### src/hw/gfc_pkg.sv
package gfc_pkg;
	localparam int unsigned CLK_HZ        = 10_000_000;
	localparam int unsigned TB_HZ         = 2_000_000;
	localparam int unsigned TB_DIV        = CLK_HZ / TB_HZ;
	localparam int unsigned GATE_LONG_MS  = 200;
	localparam int unsigned GATE_MID_MS   = 20;
	localparam int unsigned GATE_SHORT_MS = 2;
	localparam int unsigned GATE_LONG_TB  = GATE_LONG_MS * (TB_HZ / 1000);
	localparam int unsigned GATE_MID_TB   = GATE_MID_MS * (TB_HZ / 1000);
	localparam int unsigned GATE_SHORT_TB = GATE_SHORT_MS * (TB_HZ / 1000);
	localparam int unsigned NOMINAL_IN_HZ = 5_350_000;
	localparam int unsigned PRE_W         = 8;
	localparam int unsigned STAGE_W       = 4;
	localparam int unsigned EVT_W         = 16;
	localparam int unsigned GT_W          = 20;
	localparam logic [PRE_W-1:0] PRE_RST  = 8'h00;
	localparam logic [EVT_W-1:0] EVT_RST  = 16'h0000;
	typedef enum logic [2:0] {
		GFC_RES_10HZ,
		GFC_RES_100HZ,
		GFC_RES_1KHZ,
		GFC_RES_10KHZ,
		GFC_RES_100KHZ,
		GFC_RES_1MHZ
	} gfc_res_e;
	typedef enum logic [1:0] {
		GFC_IDLE,
		GFC_GATE,
		GFC_DONE
	} gfc_state_e;
endpackage

### src/hw/gfc_cnt_if.sv
`timescale 1ns/10ps
`default_nettype none
interface gfc_cnt_if;
	import gfc_pkg::*;
	logic             tb_en;
	logic             count_gate;
	logic             edge_in;
	logic             clr;
	logic [PRE_W-1:0] pre_val;
	logic             msb_fall;
	modport gate (output tb_en, output count_gate);
	modport sink (input tb_en, input count_gate);
	modport pre (input edge_in, input clr, output pre_val, output msb_fall);
	modport drv (output edge_in, output clr, input pre_val, input msb_fall);
endinterface
`default_nettype wire

### src/hw/gfc_counter.sv
`timescale 1ns/10ps
`default_nettype none
// How it works
// RULE_01 - divide the 10 MHz reference by five to a 2 MHz timebase
// RULE_02 - timebase clocks gate timer; its output is the count gate
// RULE_03 - gate lasts 200 ms, 20 ms or 2 ms by resolution
// RULE_04 - resolution selectable in decades from 10 Hz to 1 MHz
// RULE_05 - only edges while count gate is high are counted
// RULE_06 - frequency input is ANDed with the count gate
// RULE_07 - gated edges drive two 4-bit stages forming a readable 8-bit prescaler
// RULE_08 - prescaler top bit clocks the event timer, counting multiples of 256
// RULE_09 - event timer overflow sets overflow flip-flop and overflow request
// RULE_10 - with acknowledge high, gate end sets count-complete request
// RULE_11 - active-low prescaler read strobe puts prescaler bits on data bus
// RULE_12 - timer select and timer read both low present timer data
// RULE_13 - acknowledge written low clears count-complete request
// RULE_14 - nominal input is 5.35 MHz, half the intermediate frequency
// RULE_15 - reset clears both request flip-flops and the prescaler
module gfc_counter
	import gfc_pkg::*;
#(
	parameter int unsigned EVT_BITS = EVT_W
) (
	// clock and reset
	input  wire logic                clk_i,
	input  wire logic                sys_rst_i,
	// measurement control
	input  wire logic                start_i,
	input  wire logic [2:0]          res_i,
	input  wire logic                freq_in_i,
	// processor side
	input  wire logic                prescaler_read_n_i,
	input  wire logic                timer_select_n_i,
	input  wire logic                timer_read_n_i,
	input  wire logic                ack_wr_i,
	input  wire logic                ack_data_i,
	output logic [EVT_BITS-1:0]      board_data_bus_o,
	output logic                     board_data_bus_oe_o,
	// status
	output logic                     count_gate_o,
	output logic                     overflow_irq_o,
	output logic                     count_done_irq_o,
	output logic                     count_done_ack_o
);
	gfc_cnt_if cif ();

	gfc_res_e res;
	logic     fin_q, fin_d;
	logic     gate_q;
	logic [EVT_BITS-1:0] evt_q, evt_d;
	logic     ovf_q, ovf_d, done_q, done_d, ack_q, ack_d;
	logic [EVT_BITS-1:0] bus_d;
	logic     oe_d;
	logic     edge_in;

	assign res = (res_i > 3'(GFC_RES_1MHZ)) ? GFC_RES_1MHZ : gfc_res_e'(res_i);

	gfc_gate_timer u_gate (
		.clk_i     (clk_i),
		.sys_rst_i (sys_rst_i),
		.start_i   (start_i),
		.res_i     (res),
		.g         (cif.gate)
	);

	gfc_prescaler u_pre (
		.clk_i     (clk_i),
		.sys_rst_i (sys_rst_i),
		.p         (cif.pre)
	);

	// rising input edge passes only while the gate is high
	assign edge_in = freq_in_i && !fin_q && cif.count_gate; //RULE_05 RULE_06
	assign cif.edge_in = edge_in;
	// prescaler restarts at each new window
	assign cif.clr = start_i && !cif.count_gate;

	always_comb begin
		fin_d = freq_in_i;
		evt_d = evt_q;
		ovf_d = ovf_q;
		done_d = done_q;
		ack_d = ack_q;
		if (cif.clr) evt_d = '0;
		else if (cif.msb_fall) evt_d = evt_q + 1'b1; //RULE_08
		// set wins over clear
		if (cif.msb_fall && evt_q == '1) ovf_d = 1'b1; //RULE_09
		else if (cif.clr) ovf_d = 1'b0;
		if (ack_wr_i) ack_d = ack_data_i;
		if (gate_q && !cif.count_gate && ack_q) done_d = 1'b1; //RULE_10
		else if (!ack_q) done_d = 1'b0; //RULE_13
		bus_d = '0;
		oe_d  = 1'b0;
		if (!prescaler_read_n_i) begin //RULE_11
			bus_d = EVT_BITS'(cif.pre_val);
			oe_d  = 1'b1;
		end else if (!timer_select_n_i && !timer_read_n_i) begin //RULE_12
			bus_d = evt_q;
			oe_d  = 1'b1;
		end
	end

	always_ff @(posedge clk_i) begin
		if (sys_rst_i) begin //RULE_15
			fin_q  <= 1'b0;
			gate_q <= 1'b0;
			evt_q  <= EVT_RST[EVT_BITS-1:0];
			ovf_q  <= 1'b0;
			done_q <= 1'b0;
			ack_q  <= 1'b0;
			board_data_bus_o    <= '0;
			board_data_bus_oe_o <= 1'b0;
			count_gate_o        <= 1'b0;
		end else begin
			fin_q  <= fin_d;
			gate_q <= cif.count_gate;
			evt_q  <= evt_d;
			ovf_q  <= ovf_d;
			done_q <= done_d;
			ack_q  <= ack_d;
			board_data_bus_o    <= bus_d;
			board_data_bus_oe_o <= oe_d;
			count_gate_o        <= cif.count_gate;
		end
	end

	assign overflow_irq_o   = ovf_q;
	assign count_done_irq_o = done_q;
	assign count_done_ack_o = ack_q;

	AST_NO_EDGE_OUTSIDE: assert property (@(posedge clk_i) disable iff (sys_rst_i)
		!cif.count_gate |-> !edge_in)
		else $error("edge counted outside gate"); //RULE_05
	AST_DONE_SET: assert property (@(posedge clk_i) disable iff (sys_rst_i)
		(gate_q && !cif.count_gate && ack_q) |=> count_done_irq_o)
		else $error("count done not raised"); //RULE_10
	AST_DONE_CLR: assert property (@(posedge clk_i) disable iff (sys_rst_i)
		(!ack_q && !(gate_q && !cif.count_gate)) |=> !count_done_irq_o)
		else $error("count done not cleared"); //RULE_13
	AST_PRE_READ: assert property (@(posedge clk_i) disable iff (sys_rst_i)
		!prescaler_read_n_i |=> board_data_bus_oe_o)
		else $error("prescaler not driven"); //RULE_11
	AST_TMR_READ: assert property (@(posedge clk_i) disable iff (sys_rst_i)
		(prescaler_read_n_i && !timer_select_n_i && !timer_read_n_i)
		|=> (board_data_bus_oe_o && board_data_bus_o == $past(evt_q)))
		else $error("timer data wrong"); //RULE_12
	AST_OVF: assert property (@(posedge clk_i) disable iff (sys_rst_i)
		(cif.msb_fall && evt_q == '1) |=> overflow_irq_o)
		else $error("overflow missed"); //RULE_09
	AST_EVT_INC: assert property (@(posedge clk_i) disable iff (sys_rst_i)
		(cif.msb_fall && !cif.clr) |=> evt_q == $past(evt_q) + 1'b1)
		else $error("event count wrong"); //RULE_08
	AST_GATE_LEN: assert property (@(posedge clk_i) disable iff (sys_rst_i)
		$rose(cif.count_gate) |-> cif.count_gate [*8])
		else $error("gate too short"); //RULE_03
endmodule // gfc_counter
`default_nettype wire

### src/hw/gfc_prescaler.sv
`timescale 1ns/10ps
`default_nettype none
module gfc_prescaler
	import gfc_pkg::*;
(
	// clock and reset
	input  wire logic clk_i,
	input  wire logic sys_rst_i,
	// prescaler side
	gfc_cnt_if.pre    p
);
	logic [STAGE_W-1:0] lo_q, lo_d, hi_q, hi_d;
	logic               fall_q, fall_d;

	// two cascaded divide-by-16 stages
	always_comb begin
		lo_d   = lo_q;
		hi_d   = hi_q;
		fall_d = 1'b0;
		if (p.clr) begin
			lo_d = PRE_RST[STAGE_W-1:0];
			hi_d = PRE_RST[PRE_W-1:STAGE_W];
		end else if (p.edge_in) begin //RULE_07
			lo_d = lo_q + 4'h1;
			if (lo_q == 4'hf) begin
				hi_d = hi_q + 4'h1;
				fall_d = (hi_q == 4'hf); //RULE_08
			end
		end
	end

	always_ff @(posedge clk_i) begin
		if (sys_rst_i) begin //RULE_15
			lo_q   <= 4'h0;
			hi_q   <= 4'h0;
			fall_q <= 1'b0;
		end else begin
			lo_q   <= lo_d;
			hi_q   <= hi_d;
			fall_q <= fall_d;
		end
	end

	assign p.pre_val  = {hi_q, lo_q};
	assign p.msb_fall = fall_q;

	AST_PRE_WRAP: assert property (@(posedge clk_i) disable iff (sys_rst_i)
		(p.edge_in && !p.clr && {hi_q, lo_q} == 8'hff) |=> (p.msb_fall && {hi_q, lo_q} == 8'h00))
		else $error("prescaler wrap missed"); //RULE_07
endmodule // gfc_prescaler
`default_nettype wire

### src/hw/gfc_gate_timer.sv
`timescale 1ns/10ps
`default_nettype none
module gfc_gate_timer
	import gfc_pkg::*;
(
	// clock and reset
	input  wire logic     clk_i,
	input  wire logic     sys_rst_i,
	// control
	input  wire logic     start_i,
	input  wire gfc_res_e res_i,
	// gate out
	gfc_cnt_if.gate       g
);
	logic [2:0]      div_q, div_d;
	logic            tb_q, tb_d;
	logic [GT_W-1:0] cnt_q, cnt_d;
	logic            gate_q, gate_d;
	logic [GT_W-1:0] len;

	// gate length by resolution; 1 kHz and coarser share the shortest gate
	always_comb begin
		case (res_i) //RULE_03 RULE_04
			GFC_RES_10HZ:  len = GT_W'(GATE_LONG_TB);
			GFC_RES_100HZ: len = GT_W'(GATE_MID_TB);
			default:       len = GT_W'(GATE_SHORT_TB);
		endcase
	end

	always_comb begin
		div_d  = (div_q == 3'(TB_DIV - 1)) ? 3'h0 : div_q + 3'h1; //RULE_01
		tb_d   = (div_q == 3'(TB_DIV - 1));
		cnt_d  = cnt_q;
		gate_d = gate_q;
		if (start_i && !gate_q) begin
			// realign the divider so the window is len*5 cycles, or len*5-5 if div_q was 4 when start was taken
			div_d  = 3'h1; //RULE_01
			cnt_d  = len;
			gate_d = 1'b1;
		end else if (gate_q && tb_q) begin //RULE_02
			cnt_d = cnt_q - 1'b1;
			if (cnt_q == 1) gate_d = 1'b0;
		end
	end

	always_ff @(posedge clk_i) begin
		if (sys_rst_i) begin
			div_q  <= 3'h0;
			tb_q   <= 1'b0;
			cnt_q  <= '0;
			gate_q <= 1'b0;
		end else begin
			div_q  <= div_d;
			tb_q   <= tb_d;
			cnt_q  <= cnt_d;
			gate_q <= gate_d;
		end
	end

	assign g.tb_en      = tb_q;
	assign g.count_gate = gate_q;

	AST_TB_SPACING: assert property (@(posedge clk_i) disable iff (sys_rst_i)
		(tb_q && gate_q && cnt_q > GT_W'(1)) |=> !tb_q [*4] ##1 tb_q)
		else $error("timebase not one in five"); //RULE_01
endmodule // gfc_gate_timer
`default_nettype wire

### config.mk
export PLATFORM = sky130hd
export DESIGN_NAME = gfc_counter
export DESIGN_NICKNAME = d
export VERILOG_FILES = /design/src/hw/gfc_pkg.sv /design/src/hw/gfc_cnt_if.sv /design/src/hw/gfc_counter.sv /design/src/hw/gfc_prescaler.sv /design/src/hw/gfc_gate_timer.sv
export SDC_FILE = /design/constraint.sdc
export NUM_CORES = 1
export LEC_CHECK = 0
export BUFFER_PORTS_ARGS = -buffer_cell sky130_fd_sc_hd__buf_2
export CAP_MARGIN = 20
export CELL_PAD_IN_SITES_DETAIL_PLACEMENT = 0
export CELL_PAD_IN_SITES_GLOBAL_PLACEMENT = 1
export CORE_MARGIN = 2
export CORE_UTILIZATION = 44
export DETAILED_ROUTE_END_ITERATION = 6
export GPL_TIMING_DRIVEN = 1
export MAX_ROUTING_LAYER = met4
export PLACE_DENSITY = 0.77
export SYNTH_ARGS = -nofsm -noshare
export SYNTH_HDL_FRONTEND = slang
export SYNTH_SLANG_ARGS = --single-unit
### constraint.sdc
create_clock -name clk_i -period 1.87 [get_ports clk_i]
set_input_delay 0.0935 -clock clk_i [delete_from_list [all_inputs] [get_ports clk_i]]
set_output_delay 0.0935 -clock clk_i [all_outputs]
set_load 0.005 [all_outputs]
# Word level (Yosys, flattened, before mapping)
# Index checks and enable logic that the tools add are counted.
[word_totals]
reg_bits = 72
in_bits = 12
elab_cells = 73
[op_classes]
n_addsub = 5
order_cmp = 1
eq_ne = 7
n_mux = 17
bitwise = 4
n_reduce_logical = 22
[op_table]
columns = ["op", "count"]
rows = [
  ["two-way mux 20 bit", 2],
  ["one-hot mux 19 bit (2 select lines)", 1],
  ["equality test 20 x 1 -> 1 bit (second input constant)", 1],
  ["subtractor 20 x 1 -> 20 bit (second input constant)", 1],
  ["adder 16 x 1 -> 16 bit (second input constant)", 1],
  ["equality test 16 bit (second input constant)", 1],
  ["two-way mux 8 bit", 2],
  ["two-way mux 1 bit", 11],
  ["adder 4 x 1 -> 4 bit (second input constant)", 2],
  ["equality test 4 bit (second input constant)", 2],
  ["logical AND 1 bit", 8],
  ["nonzero test 2 bit", 3],
  ["OR reduction 3 bit", 2],
  ["logical NOT 1 bit", 4],
  ["inverter 1 bit", 4],
  ["AND reduction 2 bit", 2],
  ["OR reduction 4 bit", 1],
  ["adder 3 x 1 -> 3 bit (second input constant)", 1],
  ["equality test 3 x 1 -> 1 bit (second input constant)", 1],
  ["equality test 3 bit (second input constant)", 1],
  ["greater-than comparator 3 bit (second input constant)", 1],
  ["logical NOT 3 bit", 1],
  ["two-way mux 3 bit", 1],
  ["inequality test 2 x 1 -> 1 bit (second input constant)", 1],
  ["OR reduction 2 bit", 1],
]

# Longest topological paths before layout
[depth]
ltp_word = 5
mapped_depth = 6
mapped_depth_nobuf = 6

# Hierarchy
# From an unflattened synthesis, not the netlist that was laid out.
[unflattened]
hier_cells = 339
area_unflattened_um2 = 3148.0
[modules_own_cells]
columns = ["mod", "instances", "cells_each", "area_per_inst_um2"]
rows = [
  ["gfc_counter", 1, 138, 1411.4],
  ["gfc_gate_timer", 1, 162, 1357.6],
  ["gfc_prescaler", 1, 39, 379.1],
]

# Worst setup path after synthesis
# No wires, ideal clock.
[synth_timing]
path_kind = "register to register"
start = "register u_gate.cnt_q[0]"
end = "register u_gate.cnt_q[14]"
setup_time_ns = 0.071
arrival_ns = 1.543
t_required_ns = 1.799
slack_ns = 0.256
path_stages_with_launch = 7
path_buffers = 0
period_less_slack_ns = 1.614
path_cell_list = "dfxtp_1 > inv_1 > ha_1 > nor4b_4 > nand4_2 > or3_1 > a21oi_1"
[synth_via]
elab_chain_len = 3
[synth_rtl]
columns = ["item", "line", "text"]
rows = [
  ["start, declared", "gfc_gate_timer.sv:17", "logic [GT_W-1:0] cnt_q, cnt_d;"],
  ["start signal, assigned", "gfc_gate_timer.sv:55", "cnt_q <= cnt_d;"],
  ["subtractor 20 x 1 -> 20 bit", "gfc_gate_timer.sv:41", "cnt_d = cnt_q - 1'b1;"],
  ["two-way mux 20 bit", "gfc_gate_timer.sv:40", "end else if (gate_q && tb_q) begin"],
  ["two-way mux 20 bit", "gfc_gate_timer.sv:35", "if (start_i && !gate_q) begin"],
]
# No other way between the ends. The select of a mux whose other input is x is not followed.
# A chain may end at the register's enable or synchronous reset.

# Final worst setup path
[layout_timing]
start = "register evt_q[2]"
end = "register evt_q[15]"
[layout_via]
elab_chain_len = 1
[layout_rtl]
columns = ["item", "line", "text"]
rows = [
  ["start, declared", "gfc_counter.sv:50", "logic [EVT_BITS-1:0] evt_q, evt_d;"],
  ["start signal, assigned", "gfc_counter.sv:107", "evt_q <= EVT_RST[EVT_BITS-1:0];"],
  ["start signal, assigned", "gfc_counter.sv:117", "evt_q <= evt_d;"],
  ["adder 16 x 1 -> 16 bit", "gfc_counter.sv:85", "else if (cif.msb_fall) evt_d = evt_q + 1'b1;"],
]
# No other way between the ends.

==> flow_metrics.py <==
metrics = {
    "synth": {
        "synthArstFlopShare": 0,
        "synth_top_area_frac": 0.462,
        "synth_area_leaders": "dfxtp_1 46%, nor2_1 5.7%, xnor2_1 3.9%, a21oi_1 3.5%, nand2_1 3.1%",
        "ys_seq_area_frac": 0.462,
        "ys_types": 55,
        "avgSynthCellArea_sq_um": 9.02,
        "ys.flop_type": "dfxtp_1",
        "yosysMostFrequentCell": "dfxtp_1",
        "synth_warnings": 0,
        "synth_enable_flop_cells": 0,
        "syn_inst": 346,
        "synth_common_cells": "72 x dfxtp_1, 47 x nor2_1, 26 x nand2_1",
        "synth_top_area_cell": "dfxtp_1",
        "syn_area_sq_um": 3120,
        "syn_nets": 365,
        "ys_ff_latch": 72,
    },
    "drt": {
        "firstDrtPassIters": 4,
        "viasPerCell": 5.17,
        "ant_nets": 0,
        "vias": 2565,
        "totalWireLength_mm": 6.74,
        "drtIter0Drc": 170,
        "drc": 0,
        "wire_per_inst_microns": 13.6,
    },
    "sta": {
        "timing_hold_violations_final": 0,
        "fin_tns_setup_ns": 0,
        "fin_crit_sh": 0.909,
        "skew_ns": 0.00883,
        "max_freq_mhz": 588,
        "tightest_slew_ns": 0.600,
        "drv_slew": 0,
        "setup_viol": 0,
        "post-route-min-period_ns": 1.70,
        "rsz0062_at_grt": "no",
        "relSlewSlack": 0.598,
    },
    "job": {
        "drv_cap": 0,
    },
    "power_and_ir_drop": {
        "powerDensity_nw_per_um2": 793,
        "vdd_ir_drop_max_mv": 0.431,
        "leakage_nw": 1.40,
    },
    "cts": {
        "cts_tree": "built",
        "clk_pin_slew_worst_paths_ns": 0.08,
        "worst_skew_pair.late_latency_ns": 0.35,
        "cts_setup_buffers": 0,
        "htreeDepth": 3,
        "cts_made_buffers": 9,
        "cts_buffer_depth": 2,
        "cts_root_buf": "clkbuf_8",
        "cts_sinks": 72,
    },
    "setup_path": {
        "slowest_stage": "or4_1",
        "path_class": "flop to flop",
        "startpoint": "evt_q[2]",
        "r2r_start": "evt_q[2]",
        "crit_family": "simple AND/OR/NAND/NOR gates",
        "rrSetupSlack_ns": 0.17,
        "max_stage_delay_ns": 0.47,
        "worst-path-max-fanout": 5,
        "required_ns": 2.14,
        "startpoint_type": "flop",
        "cp-end-kind": "flop",
        "cp_cell_sequence": "nand3_2 -> or3_4 -> or4_1 -> a21oi_1",
        "worstPathArrival_ns": 1.97,
        "path_buf_inv": 0,
    },
    "min_path": {
        "min_from": "ack_wr_i",
        "min_path_type": "input pin to flop",
    },
    "global_routing": {
        "grt-ovfl-total": 0,
        "first_global_vias": 2348,
        "grt_max_degree": 18,
        "grtUsageTotal": 0.195,
        "grt_pass1_wl_mm": 11.3,
        "antenna_found_initial": 0,
    },
    "die": {
        "rows": 30,
        "die_x_microns": 88.2,
        "dieArea_sq_um": 7780,
        "start_util": 0.457,
        "core_area_sq_um": 6830,
        "fp.dieH_microns": 88.2,
        "ios": 33,
    },
    "place": {
        "portBuffers": 32,
        "dp_hpwl_mm": 4.83,
        "placed_cell_area_sq_um": 3470,
        "gp_congestion": 0.861,
    },
    "layout": {
        "num-fill-cells": 670,
        "num_antenna_cells": 0,
        "fin_nets": 414,
        "multi_input_area_sq_um": 1590,
        "drive_gt1_frac": 0.195,
        "seqCellArea_sq_um": 1440,
        "final_util": 0.536,
        "stdcell_area_sq_um": 3660,
        "area.growth.synth_to_final_pct": 17.5,
    },
    "status": {
        "outcome": "completed",
    },
}
## final cells by class
| type | count | area share |
|---|---|---|
| multi-input combinational | 249 | 0.435 |
| inverter | 14 | 0.0143 |
| clock buffer | 11 | 0.0358 |
| sequential | 72 | 0.393 |
| timing repair buffer | 49 | 0.0799 |
| clock inverter | 5 | 0.00922 |
| tap | 96 | 0.0328 |
## worst reg2reg max path, stage by stage, from the launching register on
cell and delay (ns):
dfxtp_1 0.42, nand3_2 0.15, or3_4 0.44, or4_1 0.47, a21oi_1 0.15
## metal layers
layer / GRT usage / up-vias / routed length, microns / part of all wire
met1: 0.273 / 1180 / 3440 / 0.51
met2: 0.271 / 42 / 2930 / 0.43
li1: - / 1329 / - / -
met4: 0.0964 / 0 / 151 / 0.022
met5: - / - / 0 / 0
met3: 0.0339 / 14 / 217 / 0.032
## stage by stage
step / power [mW] / instances / hold WS (ns) / setup WS (ns)
detailed placement: 1.88 / 478 / 0.340 / 0.178
floorplan: 1.79 / 346 / 0.222 / 0.256
finish: 2.91 / 496 / 0.0103 / 0.170
global placement: 1.88 / 478 / 0.326 / 0.239
global route: 3.03 / 496 / 0.00890 / 0.0423
CTS: 2.94 / 496 / 0.00109 / 0.160
## state kept, by name, indices dropped and copies added (netlist names), 3 cells and up
| signal | flops |
|---|---|
| board_data_bus_o | 16 |
| evt_q | 16 |
| u_gate.cnt_q | 20 |
| u_gate.div_q | 3 |
| u_pre.hi_q | 4 |
| u_pre.lo_q | 4 |
## report_power, final
part	switching, mW	internal, mW	leakage, nW	total, mW
logic	0.145	0.106	0.733	0.251
clock network	0.580	0.479	0.0793	1.06
registers	0.0323	1.56	0.584	1.60
total	0.757	2.15	1.40	2.91
## final timing paths
path         cells past startpoint          endpoint
max                              4         evt_q[15]
min                              3  count_done_ack_o
max reg2reg                      4         evt_q[15]
min reg2reg                      2    overflow_irq_o
## logic make-up (layout without fill, tap and decap cells)
family,after synthesis,in the layout,share of synthesized area
AO/OA/AOI/OAI,57,57,0.120
multiplexers,6,6,0.0197
buffers and inverters,25,79,0.0321
XOR/XNOR,22,22,0.0618
AND/OR/NAND/NOR,157,157,0.277
flip-flops,72,72,0.462
adder cells (fa/ha/maj),7,7,0.0281
## layout by cell type (no fill, tap or decap), drive strengths merged, types with 8 or more instances in the layout
master  synthesis  layout
nor2           47      47
nand4          13      13
buf             2      47
nand2          26      26
dfxtp          72      72
a22o            8       8
clkbuf          9      11
xnor2          14      14
and2           10      10
nor4            8       8
nor3           14      14
inv            14      14
xor2            8       8
nand3          10      10
a21oi          22      22
## timing repair
item                                    CTS  global route
gates resized for setup                   0             1
hold buffers                              2             0
endpoints found under the hold margin     2             0
endpoints found under the setup margin    0             1
Power figures use the tool's default switching activity.
